File: src/mfepf_pkg.sv
/*
   Constants, field values and carrier types for the mirror fault event packet framer.
   Assumes a single core clock domain; every file of the framer but the sink model imports this package whole.
*/
package mfepf_pkg;

   // ----------------------------------------------------------------------
   // Primary header fixed fields
   // ----------------------------------------------------------------------
   localparam logic [2:0]  PKT_VERSION   = 3'h0;
   localparam logic        PKT_TYPE      = 1'b0;
   localparam logic        DFH_FLAG      = 1'b1;
   localparam logic [6:0]  APP_ID        = 7'h47;     // Application identifier 71.
   localparam logic [3:0]  PKT_CATEGORY  = 4'h7;      // Event category.
   localparam logic [1:0]  SEG_FLAGS     = 2'h3;
   localparam int          SEQ_W         = 14;
   localparam logic [13:0] SEQ_RESET     = 14'h0000;
   localparam logic [15:0] LEN_BASE      = 16'h0009;

   // ----------------------------------------------------------------------
   // Service header fixed fields
   // ----------------------------------------------------------------------
   localparam logic [2:0]  SVC_VERSION   = 3'h2;      // Non-science data.
   localparam logic        CHKSUM_FLAG   = 1'b0;
   localparam logic [3:0]  HDR_SPARE     = 4'h0;
   localparam logic [7:0]  SVC_TYPE      = 8'h05;     // Event report.
   localparam logic [7:0]  SVC_SUBTYPE   = 8'h03;     // Ground action needed.
   localparam logic [7:0]  HDR_PAD       = 8'h00;

   // ----------------------------------------------------------------------
   // Source data
   // ----------------------------------------------------------------------
   localparam logic [15:0] EID_NOSPACE   = 16'hA7FC;  // 43004.
   localparam logic [15:0] EID_REPEAT    = 16'hA7FD;  // 43005.
   localparam logic [15:0] POS_SPACE     = 16'h0001;
   localparam logic [15:0] POS_HOT       = 16'h0002;
   localparam logic [15:0] POS_COLD      = 16'h0003;
   localparam logic [15:0] SRC_NOSPACE   = 16'h0002;  // Source data bytes.
   localparam logic [15:0] SRC_REPEAT    = 16'h0004;
   localparam logic [4:0]  PKT_BYTES_NOSPACE = 5'h12; // 16 header bytes plus 2.
   localparam logic [4:0]  PKT_BYTES_REPEAT  = 5'h14; // 16 header bytes plus 4.
   localparam int          PKT_BITS      = 160;
   localparam int          FIFO_DEPTH    = 8;

   // ----------------------------------------------------------------------
   // Carrier types and states
   // ----------------------------------------------------------------------
   typedef struct packed {
      logic [31:0] sec;
      logic [15:0] frac;
   } mfepf_time_s;

   typedef struct packed {
      logic       last;
      logic [7:0] data;
   } mfepf_byte_s;

   typedef enum logic [1:0] {TRK_IDLE, TRK_MISSED, TRK_BACK, TRK_NOSPACE} mfepf_track_e;
   typedef enum logic {SER_IDLE, SER_SEND} mfepf_ser_e;

endpackage : mfepf_pkg

File: src/mfepf_fifo.sv
/*
   Small synchronous FIFO with valid and ready on both sides.
   Assumes one clock and an asynchronous active-high reset shared with the framer.
*/
`timescale 1ns/10ps
module mfepf_fifo
   import mfepf_pkg::*;
#(
   parameter int W = 9,
   parameter int D = 8
) (
   input  wire logic         clk,
   input  wire logic         rst,
   input  wire logic [W-1:0] in_data,
   input  wire logic         in_valid,
   output logic              in_ready,
   output logic [W-1:0]      out_data,
   output logic              out_valid,
   input  wire logic         out_ready
);

   localparam int AW = (D > 1) ? $clog2(D) : 1;

   logic [W-1:0] mem [D];
   logic [AW-1:0] wr_ptr;
   logic [AW-1:0] rd_ptr;
   logic [AW:0]   count;
   logic          do_wr;
   logic          do_rd;

   // Full and empty come straight from the occupancy count.
   // The depth is cast to the count's width; a pointer-wide cast would wrap to zero.
   assign in_ready  = (count != (AW+1)'(D));
   assign out_valid = (count != '0);
   assign do_wr     = in_valid & in_ready;
   assign do_rd     = out_valid & out_ready;
   assign out_data  = mem[rd_ptr];

   // Storage; no reset is needed because unread words are never shown.
   always_ff @(posedge clk) begin
      if (do_wr) begin
         mem[wr_ptr] <= in_data;
      end
   end

   // Pointers wrap explicitly so that a depth that is not a power of two still works.
   always_ff @(posedge clk or posedge rst) begin
      if (rst) begin
         wr_ptr <= '0;
         rd_ptr <= '0;
      end else begin
         if (do_wr) begin
            wr_ptr <= (wr_ptr == AW'(D - 1)) ? '0 : wr_ptr + AW'(1);
         end
         if (do_rd) begin
            rd_ptr <= (rd_ptr == AW'(D - 1)) ? '0 : rd_ptr + AW'(1);
         end
      end
   end

   // Occupancy.
   always_ff @(posedge clk or posedge rst) begin
      if (rst) begin
         count <= '0;
      end else if (do_wr && !do_rd) begin
         count <= count + (AW+1)'(1);
      end else if (do_rd && !do_wr) begin
         count <= count - (AW+1)'(1);
      end
   end

endmodule : mfepf_fifo

File: src/mfepf_framer.sv
/*
   Mirror fault event packet framer: tracks the calibration mirror fault sequence, builds the
   event report packets and streams them out a byte at a time through an 8-word FIFO.
   Assumes the mirror and spectrometer status pins are asynchronous, the acquisition time
   arrives from logic on CORE_CLK, and the telemetry sink applies back-pressure with TX_READY.
*/
// How it works
// - A 14-bit sequence count starts at zero and steps by one per packet, one counter per application and category pair.
// - The packet length field holds the source data size in bytes plus nine.
// - A 48-bit acquisition time, four bytes of seconds then two of fraction, is placed in each packet.
// - The packet category field is always the event code 7.
// - The service header version field is binary 010 for non-science data.
// - The service type field is 5, an event report.
// - The service subtype field is 3, ground action required.
// - Event 43004 is sent after target miss, drive back, space miss and an actuator firing that still finds no space.
// - Event 43005 is sent when a mirror failure follows recovery from an earlier one.
// - The repeat report appends a 16-bit failed position word: 1 space, 2 hot, 3 cold.
// - The repeat report has four bytes of source data and a length field of 13.
// - A spectrometer error is raised when the busy line is still high at the moment the scan should have ended.
// - The no-space report carries only the event identifier and has a length field of 11.
`timescale 1ns/10ps
module mfepf_framer
   import mfepf_pkg::*;
(
   input  wire logic         CORE_CLK,
   input  wire logic         RST,
   input  wire logic         MISS_TARGET,
   input  wire logic         DRIVEN_BACK,
   input  wire logic         MISS_SPACE,
   input  wire logic         RELEASE_FIRED,
   input  wire logic         SPACE_FOUND,
   input  wire logic [1:0]   TARGET_POS,
   input  wire logic         SPEC_BUSY,
   input  wire logic         SCAN_END_DUE,
   input  wire mfepf_time_s  ACQ_TIME,
   output logic [7:0]        TX_DATA,
   output logic              TX_VALID,
   output logic              TX_LAST,
   input  wire logic         TX_READY,
   output logic [13:0]       SEQ_COUNT,
   output logic              RECOVERED,
   output logic              FRAMER_BUSY,
   output logic              SPEC_ERR,
   output logic              EVENT_LOST
);

   // ----------------------------------------------------------------------
   // Helpers
   // ----------------------------------------------------------------------

   // Maps the two-bit position code onto the 16-bit failed position word.
   function automatic logic [15:0] pos_word(input logic [1:0] code);
      case (code)
         2'h2:    pos_word = POS_HOT;
         2'h3:    pos_word = POS_COLD;
         default: pos_word = POS_SPACE;
      endcase
   endfunction : pos_word

   // Builds the whole packet left aligned; the no-space packet leaves its last word unsent.
   function automatic logic [PKT_BITS-1:0] build_pkt(input logic        rep,
                                                     input logic [13:0] seq,
                                                     input mfepf_time_s t,
                                                     input logic [15:0] pos);
      logic [15:0] len;
      logic [15:0] eid;
      logic [15:0] tail;
      len  = LEN_BASE + (rep ? SRC_REPEAT : SRC_NOSPACE);
      eid  = rep ? EID_REPEAT : EID_NOSPACE;
      tail = rep ? pos : 16'h0000;
      build_pkt = {PKT_VERSION, PKT_TYPE, DFH_FLAG, APP_ID,
                   PKT_CATEGORY, SEG_FLAGS, seq, len,
                   t,
                   SVC_VERSION, CHKSUM_FLAG, HDR_SPARE,
                   SVC_TYPE, SVC_SUBTYPE, HDR_PAD,
                   eid, tail};
   endfunction : build_pkt

   // ----------------------------------------------------------------------
   // Pin synchronisers
   // ----------------------------------------------------------------------
   localparam int NPIN = 9;

   logic [NPIN-1:0] pin_meta;
   logic [NPIN-1:0] pin_sync;
   logic [NPIN-1:0] pin_prev;
   logic [NPIN-1:0] pin_rise;

   // Two flops per pin; the position code is assumed steady around a target miss.
   always_ff @(posedge CORE_CLK or posedge RST) begin
      if (RST) begin
         pin_meta <= '0;
         pin_sync <= '0;
         pin_prev <= '0;
      end else begin
         pin_meta <= {TARGET_POS, SCAN_END_DUE, SPEC_BUSY, SPACE_FOUND, RELEASE_FIRED,
                      MISS_SPACE, DRIVEN_BACK, MISS_TARGET};
         pin_sync <= pin_meta;
         pin_prev <= pin_sync;
      end
   end

   assign pin_rise = pin_sync & ~pin_prev;

   logic       miss_rise;
   logic       back_rise;
   logic       nospace_rise;
   logic       fired_rise;
   logic       found_lvl;
   logic       busy_lvl;
   logic       scan_due_rise;
   logic [1:0] pos_code;

   assign miss_rise     = pin_rise[0];
   assign back_rise     = pin_rise[1];
   assign nospace_rise  = pin_rise[2];
   assign fired_rise    = pin_rise[3];
   assign found_lvl     = pin_sync[4];
   assign busy_lvl      = pin_sync[5];
   assign scan_due_rise = pin_rise[6];
   assign pos_code      = pin_sync[8:7];

   // ----------------------------------------------------------------------
   // Mirror fault sequence tracker
   // ----------------------------------------------------------------------
   mfepf_track_e trk;
   mfepf_time_s  acq_time;
   logic         set_nf;
   logic         set_rep;
   logic         recover;

   // Failure and recovery events are decoded from the tracker state, the pin edges, found_lvl and RECOVERED.
   assign set_nf  = (trk == TRK_NOSPACE) && fired_rise && !found_lvl;
   assign set_rep = (trk == TRK_IDLE) && miss_rise && RECOVERED;
   assign recover = ((trk == TRK_BACK) || (trk == TRK_NOSPACE)) && found_lvl;

   // The sequence must arrive in order; an out-of-order edge is simply ignored.
   always_ff @(posedge CORE_CLK or posedge RST) begin
      if (RST) begin
         trk <= TRK_IDLE;
      end else begin
         case (trk)
            TRK_IDLE: begin
               if (miss_rise) begin
                  trk <= TRK_MISSED;
               end
            end
            TRK_MISSED: begin
               if (back_rise) begin
                  trk <= TRK_BACK;
               end
            end
            TRK_BACK: begin
               if (recover) begin
                  trk <= TRK_IDLE;
               end else if (nospace_rise) begin
                  trk <= TRK_NOSPACE;
               end
            end
            TRK_NOSPACE: begin
               if (fired_rise || recover) begin
                  trk <= TRK_IDLE;
               end
            end
            default: trk <= TRK_IDLE;
         endcase
      end
   end

   // Recovery memory: set by a recovery, dropped by the unrecovered failure.
   always_ff @(posedge CORE_CLK or posedge RST) begin
      if (RST) begin
         RECOVERED <= 1'b0;
      end else if (recover) begin
         RECOVERED <= 1'b1;
      end else if (set_nf) begin
         RECOVERED <= 1'b0;
      end
   end

   // The first target miss opens the acquisition, so its time stamps the whole report.
   always_ff @(posedge CORE_CLK or posedge RST) begin
      if (RST) begin
         acq_time <= '0;
      end else if ((trk == TRK_IDLE) && miss_rise) begin
         acq_time <= ACQ_TIME;
      end
   end

   // ----------------------------------------------------------------------
   // Pending reports
   // ----------------------------------------------------------------------
   mfepf_ser_e  ser;
   logic        pend_nf;
   logic        pend_rep;
   mfepf_time_s nf_time;
   mfepf_time_s rep_time;
   logic [15:0] rep_pos;
   logic        take_nf;
   logic        take_rep;

   assign take_nf  = (ser == SER_IDLE) && pend_nf;
   assign take_rep = (ser == SER_IDLE) && !pend_nf && pend_rep;

   // A report raised in the cycle its flag is taken stays pending: set beats clear.
   always_ff @(posedge CORE_CLK or posedge RST) begin
      if (RST) begin
         pend_nf  <= 1'b0;
         pend_rep <= 1'b0;
      end else begin
         pend_nf  <= (pend_nf & ~take_nf) | set_nf;
         pend_rep <= (pend_rep & ~take_rep) | set_rep;
      end
   end

   // Report fields are latched with their event so a busy framer cannot mix them up.
   always_ff @(posedge CORE_CLK or posedge RST) begin
      if (RST) begin
         nf_time  <= '0;
         rep_time <= '0;
         rep_pos  <= POS_SPACE;
      end else begin
         if (set_nf) begin
            nf_time <= acq_time;
         end
         if (set_rep) begin
            rep_time <= ACQ_TIME;
            rep_pos  <= pos_word(pos_code);
         end
      end
   end

   // Only one report of each kind can wait; a second one overwrites the waiting report's fields and is flagged.
   always_ff @(posedge CORE_CLK or posedge RST) begin
      if (RST) begin
         EVENT_LOST <= 1'b0;
      end else if ((set_nf && pend_nf && !take_nf) || (set_rep && pend_rep && !take_rep)) begin
         EVENT_LOST <= 1'b1;
      end
   end

   // ----------------------------------------------------------------------
   // Spectrometer busy check
   // ----------------------------------------------------------------------

   // The busy line should be low by the time the scan end is due.
   always_ff @(posedge CORE_CLK or posedge RST) begin
      if (RST) begin
         SPEC_ERR <= 1'b0;
      end else begin
         SPEC_ERR <= scan_due_rise && busy_lvl;
      end
   end

   // ----------------------------------------------------------------------
   // Serializer and sequence count
   // ----------------------------------------------------------------------
   logic [PKT_BITS-1:0] shreg;
   logic [4:0]          bytes_left;
   mfepf_byte_s         fifo_in;
   logic                fifo_in_valid;
   logic                fifo_in_ready;
   logic                push;
   mfepf_byte_s         fifo_out;

   assign fifo_in_valid = (ser == SER_SEND);
   assign fifo_in.last  = (bytes_left == 5'h01);
   assign fifo_in.data  = shreg[PKT_BITS-1 -: 8];
   assign push          = fifo_in_valid && fifo_in_ready;

   // Serializer control; a full FIFO stalls the byte shifting.
   always_ff @(posedge CORE_CLK or posedge RST) begin
      if (RST) begin
         ser        <= SER_IDLE;
         shreg      <= '0;
         bytes_left <= '0;
      end else begin
         case (ser)
            SER_IDLE: begin
               if (take_nf) begin
                  shreg      <= build_pkt(1'b0, SEQ_COUNT, nf_time, 16'h0000);
                  bytes_left <= PKT_BYTES_NOSPACE;
                  ser        <= SER_SEND;
               end else if (take_rep) begin
                  shreg      <= build_pkt(1'b1, SEQ_COUNT, rep_time, rep_pos);
                  bytes_left <= PKT_BYTES_REPEAT;
                  ser        <= SER_SEND;
               end
            end
            SER_SEND: begin
               if (push) begin
                  shreg      <= {shreg[PKT_BITS-9:0], 8'h00};
                  bytes_left <= bytes_left - 5'h01;
                  if (fifo_in.last) begin
                     ser <= SER_IDLE;
                  end
               end
            end
            default: ser <= SER_IDLE;
         endcase
      end
   end

   // All reports share the event category of one application, hence one counter; it wraps at 14 bits.
   always_ff @(posedge CORE_CLK or posedge RST) begin
      if (RST) begin
         SEQ_COUNT <= SEQ_RESET;
      end else if (take_nf || take_rep) begin
         SEQ_COUNT <= SEQ_COUNT + 14'h0001;
      end
   end

   assign FRAMER_BUSY = (ser == SER_SEND);

   // ----------------------------------------------------------------------
   // Output FIFO
   // ----------------------------------------------------------------------
   mfepf_fifo #(
      .W (9),
      .D (FIFO_DEPTH)
   ) u_fifo (
      .clk       (CORE_CLK),
      .rst       (RST),
      .in_data   (fifo_in),
      .in_valid  (fifo_in_valid),
      .in_ready  (fifo_in_ready),
      .out_data  (fifo_out),
      .out_valid (TX_VALID),
      .out_ready (TX_READY)
   );

   assign TX_DATA = fifo_out.data;
   assign TX_LAST = fifo_out.last;

endmodule : mfepf_framer

File: config.mk
export PLATFORM = sky130hd
export DESIGN_NAME = mfepf_framer
export DESIGN_NICKNAME = d
export VERILOG_FILES = /design/src/mfepf_pkg.sv /design/src/mfepf_fifo.sv /design/src/mfepf_framer.sv
export SDC_FILE = /design/constraint.sdc
export NUM_CORES = 1
export LEC_CHECK = 0
export ABC_AREA = 1
export BUFFER_PORTS_ARGS = -buffer_cell sky130_fd_sc_hd__buf_2
export CAP_MARGIN = 0
export CORE_ASPECT_RATIO = 0.75
export CORE_MARGIN = 2
export CORE_UTILIZATION = 28
export DETAILED_ROUTE_END_ITERATION = 16
export GPL_ROUTABILITY_DRIVEN = 0
export HOLD_SLACK_MARGIN = 0.06
export SYNTH_ARGS = -nofsm -noshare
export SYNTH_HDL_FRONTEND = slang
export SYNTH_SLANG_ARGS = --single-unit
File: constraint.sdc
create_clock -name CORE_CLK -period 14 [get_ports CORE_CLK]
set_clock_uncertainty 0.1 [all_clocks]
set_input_delay 0 -clock CORE_CLK [delete_from_list [all_inputs] [get_ports CORE_CLK]]
set_output_delay 0 -clock CORE_CLK [all_outputs]
set_load 0.005 [all_outputs]
### Word-level counts from Yosys, hierarchy flattened

Memories as Yosys holds them, arrays and structs flattened.
Index checks and enable logic that the tools add are counted.

| word-level totals | value |
|---|---|
| memories | 1 |
| flip-flop bits (word level) | 382 |
| bits of input ports | 60 |
| word-level logic and storage cells | 116 |
| output and inout bits | 28 |
| RAM bits | 72 |

| operators by class | value |
|---|---|
| mux-type cells | 28 |
| reductions and logical operators | 32 |
| bitwise operators | 11 |
| add/subtract/negate cells | 6 |
| eq/ne operators | 15 |

Memories:

| memory | words | bits a word | rd ports | clocked after Yosys merged registers in | write ports | RTL line | source |
|---|---|---|---|---|---|---|---|
| u_fifo.mem | 8 | 9 | 1 | 0 | 1 | mfepf_fifo.sv:24 | `logic [W-1:0] mem [D];` |

Operators with widths:

| cell | number |
|---|---|
| 160-bit two-way mux | 3 |
| 160-bit case mux with 2 select lines | 1 |
| 1-bit logical AND | 16 |
| 5-bit two-way mux | 3 |
| 14-bit by 1-bit adder with 14-bit output (second input constant) | 1 |
| 2-bit two-way mux | 5 |
| 5-bit case mux with 2 select lines | 1 |
| 2-bit == test (second input constant) | 4 |
| 1-bit two-way mux | 8 |
| 4-bit two-way mux | 2 |
| 2-bit case mux with 4 select lines | 1 |
| 7-bit bitwise AND | 1 |
| 7-bit NOT | 1 |
| 3-bit by 1-bit adder with 3-bit output (second input constant) | 2 |
| 3-bit == test (second input constant) | 2 |
| 1-bit zero test | 6 |
| 3-bit two-way mux | 2 |
| 3-bit != test (second input constant) | 2 |
| 5-bit by 1-bit == test with 1-bit output (second input constant) | 1 |
| 5-bit by 1-bit subtractor with 5-bit output (second input constant) | 1 |
| 4-bit by 1-bit adder with 4-bit output (second input constant) | 1 |
| 1-bit bitwise AND | 4 |
| 1-bit logical OR | 4 |
| 2-bit by 1-bit != test with 1-bit output (second input constant) | 2 |
| 13 further kinds | 18 |

### Depth between registers and ports, before layout

Gate-level depths: netlist (run 1).

| logic depth | value |
|---|---|
| depth in word-level cells | 7 |
| depth in mapped cells | 15 |
| mapped depth without buffers | 14 |

### Cells and area by module

Synthesis (run 1) repeated with hierarchy kept, for this count alone.

| unflattened totals | value |
|---|---|
| cells, all modules | 1803 |
| area total of the unflattened synthesis | 16638.5 um^2 |

By module, submodules not included:

| module | instances | seq. area each (um^2) | cells an instance | area each (um^2) |
|---|---|---|---|---|
| mfepf_framer | 1 | 8059.0 | 1477 | 13110.1 |
| mfepf_fifo | 1 | 2412.3 | 326 | 3528.4 |

### Least setup slack after synthesis (run 1)

Ideal clock, no wire load.

| timing path | value |
|---|---|
| kind | register -> register |
| from | reg u_fifo.count[0] |
| to | reg u_fifo.count[3] |
| data required time | 13.784 ns |
| cell stages (with the launch flop) | 15 |
| library setup time | 0.116 ns |
| path slack | 11.786 ns |
| arrival time | 1.997 ns |
| cells stage by stage | dfrtp_1 nor2_1 nand3_1 nand2_2 inv_1 clkbuf_1 ha_1 inv_1 ha_1 nand2_1 nand2_1 o21ai_0 nand2_1 nand2_1 nand2_1 |

| between the ends | value |
|---|---|
| word-level cells in the longest chain between the ends | 5 |
| elaborated cells between the ends (all ways) | 13 |
| classes of those cells | add/sub (2); eq/ne (1); mux (2); bitwise (2); reduce/logical (6) |

Ends and longest elaborated chain:

| what | RTL line | source |
|---|---|---|
| from (decl) | mfepf_fifo.sv:27 | `logic [AW:0] count;` |
| from (signal assigned) | mfepf_fifo.sv:66 | `count <= count + (AW+1)'(1);` |
| from (signal assigned) | mfepf_fifo.sv:68 | `count <= count - (AW+1)'(1);` |
| branches (longest 5 deep; another with 4-bit by 1-bit subtractor with 4-bit output) | n/a |  |

Parallel ways; which one is timed is not known. The select of a mux whose other input is x is not followed.
A chain may end at the register's enable or synchronous reset.

### Worst setup path in the final report (run 1)

| timing path | value |
|---|---|
| from | reg ser (netlist: FRAMER_BUSY) |
| to | reg shreg[74] |

| between the ends | value |
|---|---|
| word-level cells in the longest chain between the ends | 5 |
| elaborated cells between the ends (all ways) | 10 |
| classes of those cells | eq/ne (2); mux (2); bitwise (1); reduce/logical (5) |

Ends and longest elaborated chain:

| what | RTL line | source |
|---|---|---|
| from (decl) | mfepf_framer.sv:193 | `mfepf_ser_e ser;` |
| from (signal assigned) | mfepf_framer.sv:274 | `ser <= SER_IDLE;` |
| from (signal assigned) | mfepf_framer.sv:283 | `ser <= SER_SEND;` |
| from (signal assigned) | mfepf_framer.sv:287 | `ser <= SER_SEND;` |
| 1-bit NOT | n/a |  |
| 1-bit logical AND (2 in a row) | mfepf_framer.sv:203 | `assign take_rep = (ser == SER_IDLE) && !pend_nf && pend_rep;` |
| 3-bit != test (no source line) | n/a |  |
| 2-bit AND reduction (no source line) | n/a |  |
| to (signal assigned) | mfepf_framer.sv:281 | `shreg <= build_pkt(1'b0, SEQ_COUNT, nf_time, 16'h0000);` |
| to (signal assigned) | mfepf_framer.sv:285 | `shreg <= build_pkt(1'b1, SEQ_COUNT, rep_time, rep_pos);` |
| to (signal assigned) | mfepf_framer.sv:292 | `shreg <= {shreg[PKT_BITS-9:0], 8'h00};` |
| to (decl) | mfepf_framer.sv:258 | `logic [PKT_BITS-1:0] shreg;` |

Several ways; a longest one is shown, not always the timed one.

==> impl_metrics.ini, run 1 <==
[pwr]
power_frac_seq_pct = 45.5
ir_drop_uv = 107
p_sw_mw = 1.50
leakage_nw = 8.81
power.internal_mw = 2.71
power_density_nw_per_um2 = 216
p_comb_share_pct = 27.9
p_sw_share_pct = 35.5
p_clk_share_pct = 26.6

[clock_network]
cts-htree-levels = 2
cts-root-buf = clkbuf_16
cts_tree = done
numCtsBuffers = 41
clock_sinks = 404
cts_resized = 0
postCtsSetupBuffers = 0
path_clk_slew_ns = 0.06
cts_buffer_depth = 3
postCtsHoldBufs = 68
clock_latency_ns = 0.55

[route]
wl_um = 37200
routed_via_density = 4.45
drc_errors = 0
firstDrtPassIters = 6
via_count = 11800
drtIter0Drc = 937
antenna_left = 0
drt-wirelength-per-cell_um = 14.1

[worst_setup_path]
crit_path_top_delay_cell = buf_4
required_ns = 14.29
worstPathCellList = buf_4 > nand2_2 > buf_4 > nand2_4 > inv_4 > buf_4 > o21ai_0
worstPathArrival_ns = 4.08
worstSetupStartpointType = flip-flop
cp_common_cell = buf_4
end_kind = flip-flop
cp_max_fo = 84
cp_slowest_stage_delay_ns = 0.71
crit_type = reg2reg

[synthesis]
synth-seq-cells = 404
yosysUniqueCellTypes = 33
syn-cell-area_um2 = 16300
yosysSeqAreaShare_pct = 64.1
ys_warn_count = 0
synth_top_cells_by_area = dfrtp_1 51%, edfxtp_1 13%, nand2_1 10%, o21ai_0 8.8%, inv_1 4.2%
avgSynthCellArea_um2 = 9.55
yosysTopAreaCell = dfrtp_1
synthCells = 1710
synth_top_area_share_pct = 50.7
syn_nets = 1781

[final_layout]
fillers = 5893
drive_gt1_share_pct = 9.40
diodes = 0
synthToLayoutAreaGrowth_pct = 19.1
finalNonFillerCells = 2641
fin_nets = 1900

[floorplanning]
pin_count = 88
die_h_um = 213
dieWidth_um = 283
rows = 76
die_area_um2 = 60300
coreArea_um2 = 57500
start_util_pct = 28.4

[sta]
slew_viol_final = 0
worst_slew_pin_slew_ns = 1.08
period_share_pct = 27.1
setup_viol = 0
rsz0062_at_grt = no
min_period_ns = 3.79
max_slew_margin_pct = 28.0
hold_viol = 0
fmax_ghz = 0.264
setup_tns_ns = 0

[grt]
grt_usage_pct = 12.8
grt_pass1_vias = 11900
grt-ovfl-total = 0
grt_start_max_net_pins = 196
grt_first_pass_wirelength_um = 62000
antenna_found_initial = 0

[place]
hpwl_um = 22100
dp.cells = 2498
io_buffers = 87

[run_status]
status = completed

[job]
maxCapViolations = 0

[worst_hold_path]
hold_class = in2async
[layout make-up]
class / instances / area (um^2) / area share (%)
sequential: 404 / 10500 / 53.8
inverter: 186 / 708 / 3.64
clock buffer: 60 / 1210 / 6.21
timing repair buffer: 164 / 1200 / 6.15
multi-input combinational: 1032 / 4720 / 24.3
tap: 780 / 976 / 5.02
clock inverter: 15 / 165 / 0.849
[power groups by stage]
stage               logic, mW  clock network (mW)  registers, mW
floorplan               0.913                   0           1.84
global placement         1.12                   0           1.92
global route             1.37                1.20           1.97
detailed placement       1.17                   0           1.93
finish                   1.17                1.12           1.92
CTS                      1.19                1.15           1.92
[state kept, by name (all words and copies together), names as in the netlist, 2 cells and up]
| name | count |
|---|---|
| SEQ_COUNT | 14 |
| rep_time | 48 |
| u_fifo.mem | 72 |
| u_fifo.wr_ptr | 3 |
| bytes_left | 5 |
| u_fifo.count | 4 |
| pin_prev | 5 |
| shreg | 126 |
| u_fifo.rd_ptr | 3 |
| rep_pos | 2 |
| pin_meta | 9 |
| trk | 2 |
| pin_sync | 9 |
| acq_time | 48 |
| nf_time | 48 |
[layout by cell type, fill, tap and decap left out, types with 9 or more instances in the layout]
master,netlist,routed
nand2_1,447,446
nand3_1,21,21
dfrtp_1,331,330
clkbuf_8,0,9
clkbuf_1,53,9
buf_2,20,87
a21oi_1,70,70
o21ai_1,33,33
o22ai_1,33,33
dlygate4sd3_1,0,68
clkbuf_16,0,42
inv_1,181,180
nor2_1,99,99
ha_1,10,10
o21ai_0,287,287
edfxtp_1,72,72
[Yosys cell counts]
cell type / number
o211ai_1: 3
o21bai_1: 2
nand3_1: 21
buf_4: 1
a21oi_1: 70
o22ai_1: 33
nand2_2: 4
xor2_1: 8
o21ai_1: 33
inv_1: 181
clkinv_1: 2
nand2_1: 447
edfxtp_1: 72
nor2_1: 99
buf_6: 13
a22oi_1: 2
dfstp_2: 1
nor3_1: 1
o21ai_0: 287
fa_1: 1
nor2_2: 1
nand3_2: 1
xnor2_1: 3
clkbuf_2: 1
buf_2: 20
dfrtp_1: 331
nand3b_1: 1
nor3_4: 1
nand4_1: 3
inv_2: 3
ha_1: 10
clkbuf_1: 53
nand2_4: 1
[per-layer routing]
layer	vias up	part of all wire [%]	GRT usage [%]
li1	5760	-	-
met1	5722	48	17.7
met2	238	45	20.5
met3	44	4.9	2.45
met4	0	1.7	3.25
met5	-	0	0
[path summary, 6_finish.rpt]
check / start / end / slack (ns) / cells past startpoint
worst min register to register: pin_meta[0] / pin_sync[0] / 0.24 / 0
worst min-delay path: RST / u_fifo.rd_ptr[2] / 0.07 / 3
max in group asynchronous: RST / nf_time[45] / 12.12 / 4
worst max register to register: FRAMER_BUSY / shreg[74] / 10.21 / 7
min in group CORE_CLK: ACQ_TIME[21] / rep_time[21] / 0.16 / 4
worst max-delay path: FRAMER_BUSY / shreg[74] / 10.21 / 7
[per-stage QoR]
stage / area [um^2] / utilization (%) / worst slack (ns) / hold slack (ns) / power (mW)
final: 19400 / 33.8 / 10.21 / 0.0715 / 4.21
after global routing: 19400 / 33.8 / 9.85 / 0.168 / 4.54
after CTS: 19400 / 33.8 / 10.19 / 0.134 / 4.26
after detailed placement: 17400 / 30.2 / 10.21 / 0.00968 / 3.10
after global placement: 17400 / 30.2 / 10.27 / 0.00746 / 3.04
after floorplan: 16300 / - / 4.71 / -0.0686 / 2.75
[worst max-delay path, delay by kind of cell (launching register included)]
kind,cells,cell delay [ns]
and+or+nand+nor,2,0.66
buffers and inverters,4,2.16
DFF,1,0.38
AOI/OAI and AO/OA,1,0.21
[cell families (layout without fill, tap and decap cells)]
group,Yosys count,after routing,synth area share (%)
flip-flops,404,404,64.1
adder cells (fa/ha/maj),11,11,0.889
AND/OR/NAND/NOR,580,580,13.8
XOR/XNOR,11,11,0.590
AO/OA/AOI/OAI,430,430,13.5
buffers and inverters,274,425,7.08
No activity file was read; power rests on OpenSTA's default activity.
==> inputs of run 2 (changes only) <==
==> constraint.sdc (replaced) <==
create_clock -name CORE_CLK -period 3.5 [get_ports CORE_CLK]
set_clock_uncertainty 0.1 [all_clocks]
set_input_delay 0 -clock CORE_CLK [delete_from_list [all_inputs] [get_ports CORE_CLK]]
set_output_delay 0 -clock CORE_CLK [all_outputs]
set_load 0.005 [all_outputs]
==> run 2 against run 1 <==
  * Total power grew to 4.1 times the previous value
  * Design area grew 1.2%
  * Clock-buffer cell count down 1
  * Critical path type is now reg2out
  * Wire length rose by 3.4%
  * Clock power grew to 4.3 times the previous value
  * Critical path depth down 1
  * Highest routed layer unchanged
  * Flip-flop and latch count stayed put
==> impl_metrics.ini, run 2 (same netlist as run 1, synthesis figures left out) <==
[final_layout]
regArea_um2 = 10500
fillers = 5881
reg_top3 = shreg x126, u_fifo.mem x72
synthToLayoutAreaGrowth_pct = 20.5
drive_gt1_share_pct = 10.2
layout_commonest_cell = nand2_1
largest_reg_flops = 126
fin_area_um2 = 19700
diodes = 0
final_cell_mix = 446 x nand2_1, 330 x dfrtp_1, 287 x o21ai_0
multi_input_area_um2 = 4720
fin_nets = 1913
finalNonFillerCells = 2649
largest-register = shreg

[route]
drtIter0Drc = 850
wl_um = 38500
antenna_left = 0
drt-wirelength-per-cell_um = 14.5
routed_via_density = 4.52
firstDrtPassIters = 5
drc_errors = 0
via_count = 12000

[place]
io_buffers = 87
placed_area_um2 = 17500
dp_slack_ns = 1.17
hpwl_um = 23900
dp.cells = 2511

[grt]
grt_first_pass_wirelength_um = 63300
antenna_found_initial = 0
grt_usage_pct = 13.0
grt-ovfl-total = 0
grt_pass1_vias = 11900
grt_start_max_net_pins = 99

[worst_setup_path]
cp_common_cell = nand2_1
end_kind = primary output
worstPathArrival_ns = 2.54
crit_path_top_delay_cell = clkinv_1
worstPathCellList = clkinv_1 > o21ai_0 > o22ai_1 > nand2_1 > nand2_1 > buf_2
cp_slowest_stage_delay_ns = 0.73
required_ns = 3.40
cp_max_fo = 37
crit_type = reg2out
worstSetupStartpointType = flip-flop

[sta]
period_share_pct = 75.6
hold_viol = 0
rsz0062_at_grt = no
max_slew_margin_pct = 36.7
fmax_ghz = 0.378
min_period_ns = 2.64
postLayoutSetupSlackWorst_ns = 0.855
worst_slew_pin_slew_ns = 0.943
slew_viol_final = 0
setup_viol = 0

[pwr]
total_power_mw = 17.3
leakage_nw = 8.94
power_density_nw_per_um2 = 879
ir_drop_uv = 496

[floorplanning]
rows = 76
dieWidth_um = 283
coreArea_um2 = 57500
pin_count = 88
die_h_um = 213
start_util_pct = 28.4
die_area_um2 = 60300

[clock_network]
postCtsSetupBuffers = 0
clock_latency_ns = 0.54
cts-htree-levels = 2
path_clk_slew_ns = 0.06
cts-root-buf = clkbuf_16
clock_sinks = 404
cts_buffer_depth = 3
cts_tree = done
numCtsBuffers = 40
cts_resized = 0

[worst_hold_path]
hold_class = in2reg

[job]
maxCapViolations = 0

[run_status]
status = completed
-- run 2: metal layers --
layer	GRT usage [%]	part of all wire, %
met5	0	0
met1	19.0	48
met2	20.2	44
met4	2.99	1.6
met3	2.39	5.9
-- run 2: path summary, 6_finish.rpt --
| kind | cells after the start | slack (ns) | startpoint | endpoint |
|---|---|---|---|---|
| hold / removal | 4 | 0.17 | ACQ_TIME[27] | rep_time[27] |
| hold reg to reg | 0 | 0.25 | pin_meta[1] | pin_sync[1] |
| setup / recovery | 6 | 0.86 | u_fifo.rd_ptr[0] | TX_DATA[5] |
| max in group asynchronous | 5 | 1.81 | RST | nf_time[45] |
| min in group asynchronous | 4 | 0.58 | RST | acq_time[9] |
| setup reg to reg | 13 | 1.12 | u_fifo.count[0] | u_fifo.count[3] |
-- run 2: through the flow --
step	setup TNS, ns	utilization (%)	hold slack (ns)
finish	0	34.2	0.167
global route	0	34.2	0.179
CTS	0	34.2	0.145
detailed placement	0	30.4	0.00996
global placement	0	30.4	0.00796
floorplan	-342.20	-	-0.0686
-- run 2: what timing repair did --
action,4_1_cts,5_1_grt
hold buffers,69,0
setup endpoints to repair,0,0
endpoints found under the hold margin,439,0
-- run 2: report_power, final --
part / internal [mW] / switching, mW / leakage (nW) / total (mW)
clock: 2.94 / 1.83 / 0.731 / 4.77
combinational: 1.62 / 3.21 / 3.29 / 4.83
sequential: 6.67 / 1.02 / 4.91 / 7.69
-- run 2: area by class of cell --
| cell class | count | area share, % |
|---|---|---|
| repair buffers | 178 | 6.75 |
| clock buffers | 59 | 6.43 |
| inverters | 186 | 3.58 |
| multi-input cells | 1032 | 24.0 |
| clock inverters | 10 | 1.08 |
| well taps | 780 | 4.96 |
| flip-flops and latches | 404 | 53.2 |
-- run 2: worst max-delay path, delay by kind of cell (launching register included) --
kind | cells | cell delay, ns
AO/OA/AOI/OAI | 2 | 0.63
buffers and inverters | 2 | 0.86
flip-flops | 1 | 0.35
AND/OR/NAND/NOR | 2 | 0.16
==> inputs of run 3 (changes only) <==
==> constraint.sdc (replaced) <==
create_clock -name CORE_CLK -period 2.6 [get_ports CORE_CLK]
set_clock_uncertainty 0.1 [all_clocks]
set_input_delay 0 -clock CORE_CLK [delete_from_list [all_inputs] [get_ports CORE_CLK]]
set_output_delay 0 -clock CORE_CLK [all_outputs]
set_load 0.005 [all_outputs]
==> run 3 against run 2 <==
  * Highest routed layer unchanged
  * Largest power group unchanged
  * Non-clock buffer count is 15 higher
  * Critical path type is now reg2reg
  * Hold slack worse by 0.021 ns
  * Setup slack worse by 0.60 ns
  * Final cell count is 0.79% higher
  * Global-route usage is 0.22 points lower
  * Critical endpoint is now u_fifo.count[3]
==> impl_metrics.ini, run 3 (same netlist as run 1, synthesis figures left out) <==
[clock_network]
clock_latency_ns = 0.54
clock_sinks = 404
path_clk_slew_ns = 0.06
cts_tree = done
cts-root-buf = clkbuf_16
cts_buffer_depth = 3
numCtsBuffers = 41
postCtsSetupBuffers = 0
cts-htree-levels = 2

[sta]
max_slew_margin_pct = 29.9
rsz0062_at_grt = no
hold_viol = 0
fmax_ghz = 0.426
slew_viol_final = 0
holdWs_ns = 0.146
period_share_pct = 90.3
worst_slew_pin_slew_ns = 1.05
setup_viol = 0
postLayoutSetupSlackWorst_ns = 0.252
min_period_ns = 2.35

[worst_setup_path]
worstPathArrival_ns = 2.67
worstSetupStartpointType = flip-flop
worstSetupStartpoint = u_fifo.count[0]
end_kind = flip-flop
reg2regPathDepth = 12
r2r_setup_slack_ns = 0.25
crit_type = reg2reg
r2r-start = u_fifo.count[0]
required_ns = 2.92
cp_max_fo = 7

[final_layout]
largest_reg_flops = 126
layout_commonest_cell = nand2_1
fillers = 5823
diodes = 0
largest-register = shreg
synthToLayoutAreaGrowth_pct = 21.8
reg_top3 = shreg x126, u_fifo.mem x72
final_cell_mix = 446 x nand2_1, 330 x dfrtp_1, 287 x o21ai_0
drive_gt1_share_pct = 11.2
fin_nets = 1929
finalNonFillerCells = 2670

[floorplanning]
die_area_um2 = 60300
dieWidth_um = 283
pin_count = 88
rows = 76
coreArea_um2 = 57500
die_h_um = 213
start_util_pct = 28.4

[grt]
grt_use_met1_pct = 18.1
grt_usage_pct = 12.8
grt_pass1_vias = 11900
use_met3_pct = 2.01
grtUsageMet2_pct = 20.9
grt_start_max_net_pins = 99
grt_first_pass_wirelength_um = 62800
busiest_layer = met2
antenna_found_initial = 0
grt-ovfl-total = 0

[place]
dp_slack_ns = 0.274
io_buffers = 87
hpwl_um = 23300
dp.cells = 2527

[route]
drtIter0Drc = 896
via_count = 11800
firstDrtPassIters = 5
drc_errors = 0
wl_um = 37800
antenna_left = 0
drt-wirelength-per-cell_um = 14.1
routed_via_density = 4.42

[worst_hold_path]
hold_class = in2async

[pwr]
p_clk_share_pct = 26.9
ir_drop_uv = 678
p_sw_mw = 8.16
power.internal_mw = 15.1
p_comb_share_pct = 29.0
leakage_nw = 9.05
power_density_nw_per_um2 = 1170
total_power_mw = 23.2
p_sw_share_pct = 35.1
power_frac_seq_pct = 44.1

[job]
maxCapViolations = 0

[run_status]
status = completed
-- run 3: cell types whose count changed in the layout (fill, tap and decap cells not counted), moves of 4 or more --
| cell | change |
|---|---|
| buf_12 | +11 |
| clkinv_2 | +9 |
| clkbuf_8 | -4 |
| buf_4 | +5 |
-- run 3: routing by layer --
metal | share of wire, % | routed length [um]
met1 | 49 | 18400
met2 | 45 | 17200
met3 | 4.3 | 1610
met4 | 1.6 | 620
met5 | 0 | 0
-- run 3: repair_timing --
action / in CTS / in global routing
endpoints found under the setup margin: 5 / 0
hold buffers: 68 / 0
resized for setup: 1 / 0
hold endpoints to repair: 129 / 0
-- run 3: layout make-up --
cell class,count,area (um^2),area share [%]
multi-input cells,1032,4720,23.7
repair buffers,193,1580,7.92
flip-flops and latches,404,10500,52.6
clock inverters,20,256,1.29
well taps,780,976,4.90
inverters,186,706,3.55
clock buffers,55,1190,5.98
-- run 3: worst paths after layout --
| path | endpoint |
|---|---|
| min in group CORE_CLK | rep_time[21] |
| max in group asynchronous | shreg[153] |
| hold / removal | SPEC_ERR |
| setup / recovery | u_fifo.count[3] |
| hold reg to reg | pin_sync[3] |
| setup reg to reg | u_fifo.count[3] |
-- run 3: metrics by stage --
| stage | instance area, um^2 | utilization, % | setup TNS (ns) |
|---|---|---|---|
| final | 19900 | 34.6 | 0 |
| after global routing | 19900 | 34.6 | 0 |
| after CTS | 19900 | 34.6 | 0 |
| after detailed placement | 17800 | 30.9 | 0 |
| after global placement | 17800 | 30.9 | 0 |
| after floorplan | 16300 | - | -640.83 |
-- run 3: power by group through the flow --
stage | combinational (mW) | sequential [mW] | clock, mW
floorplan | 4.92 | 9.91 | 0
global placement | 6.47 | 10.3 | 0
detailed placement | 6.71 | 10.3 | 0
CTS | 6.82 | 10.2 | 6.40
global route | 7.81 | 10.5 | 6.64
finish | 6.73 | 10.3 | 6.25
-- run 3: critical path, stage by stage, from the launching register on --
cell and delay (ns):
dfrtp_1 0.44, nor2_1 0.17, nand2_1 0.10, nand2_1 0.21
ha_1 0.25, inv_1 0.11, ha_1 0.34, nand2_1 0.10
nand2_1 0.07, o21ai_0 0.16, nand2_1 0.08, nand2_1 0.06
nand2_1 0.05
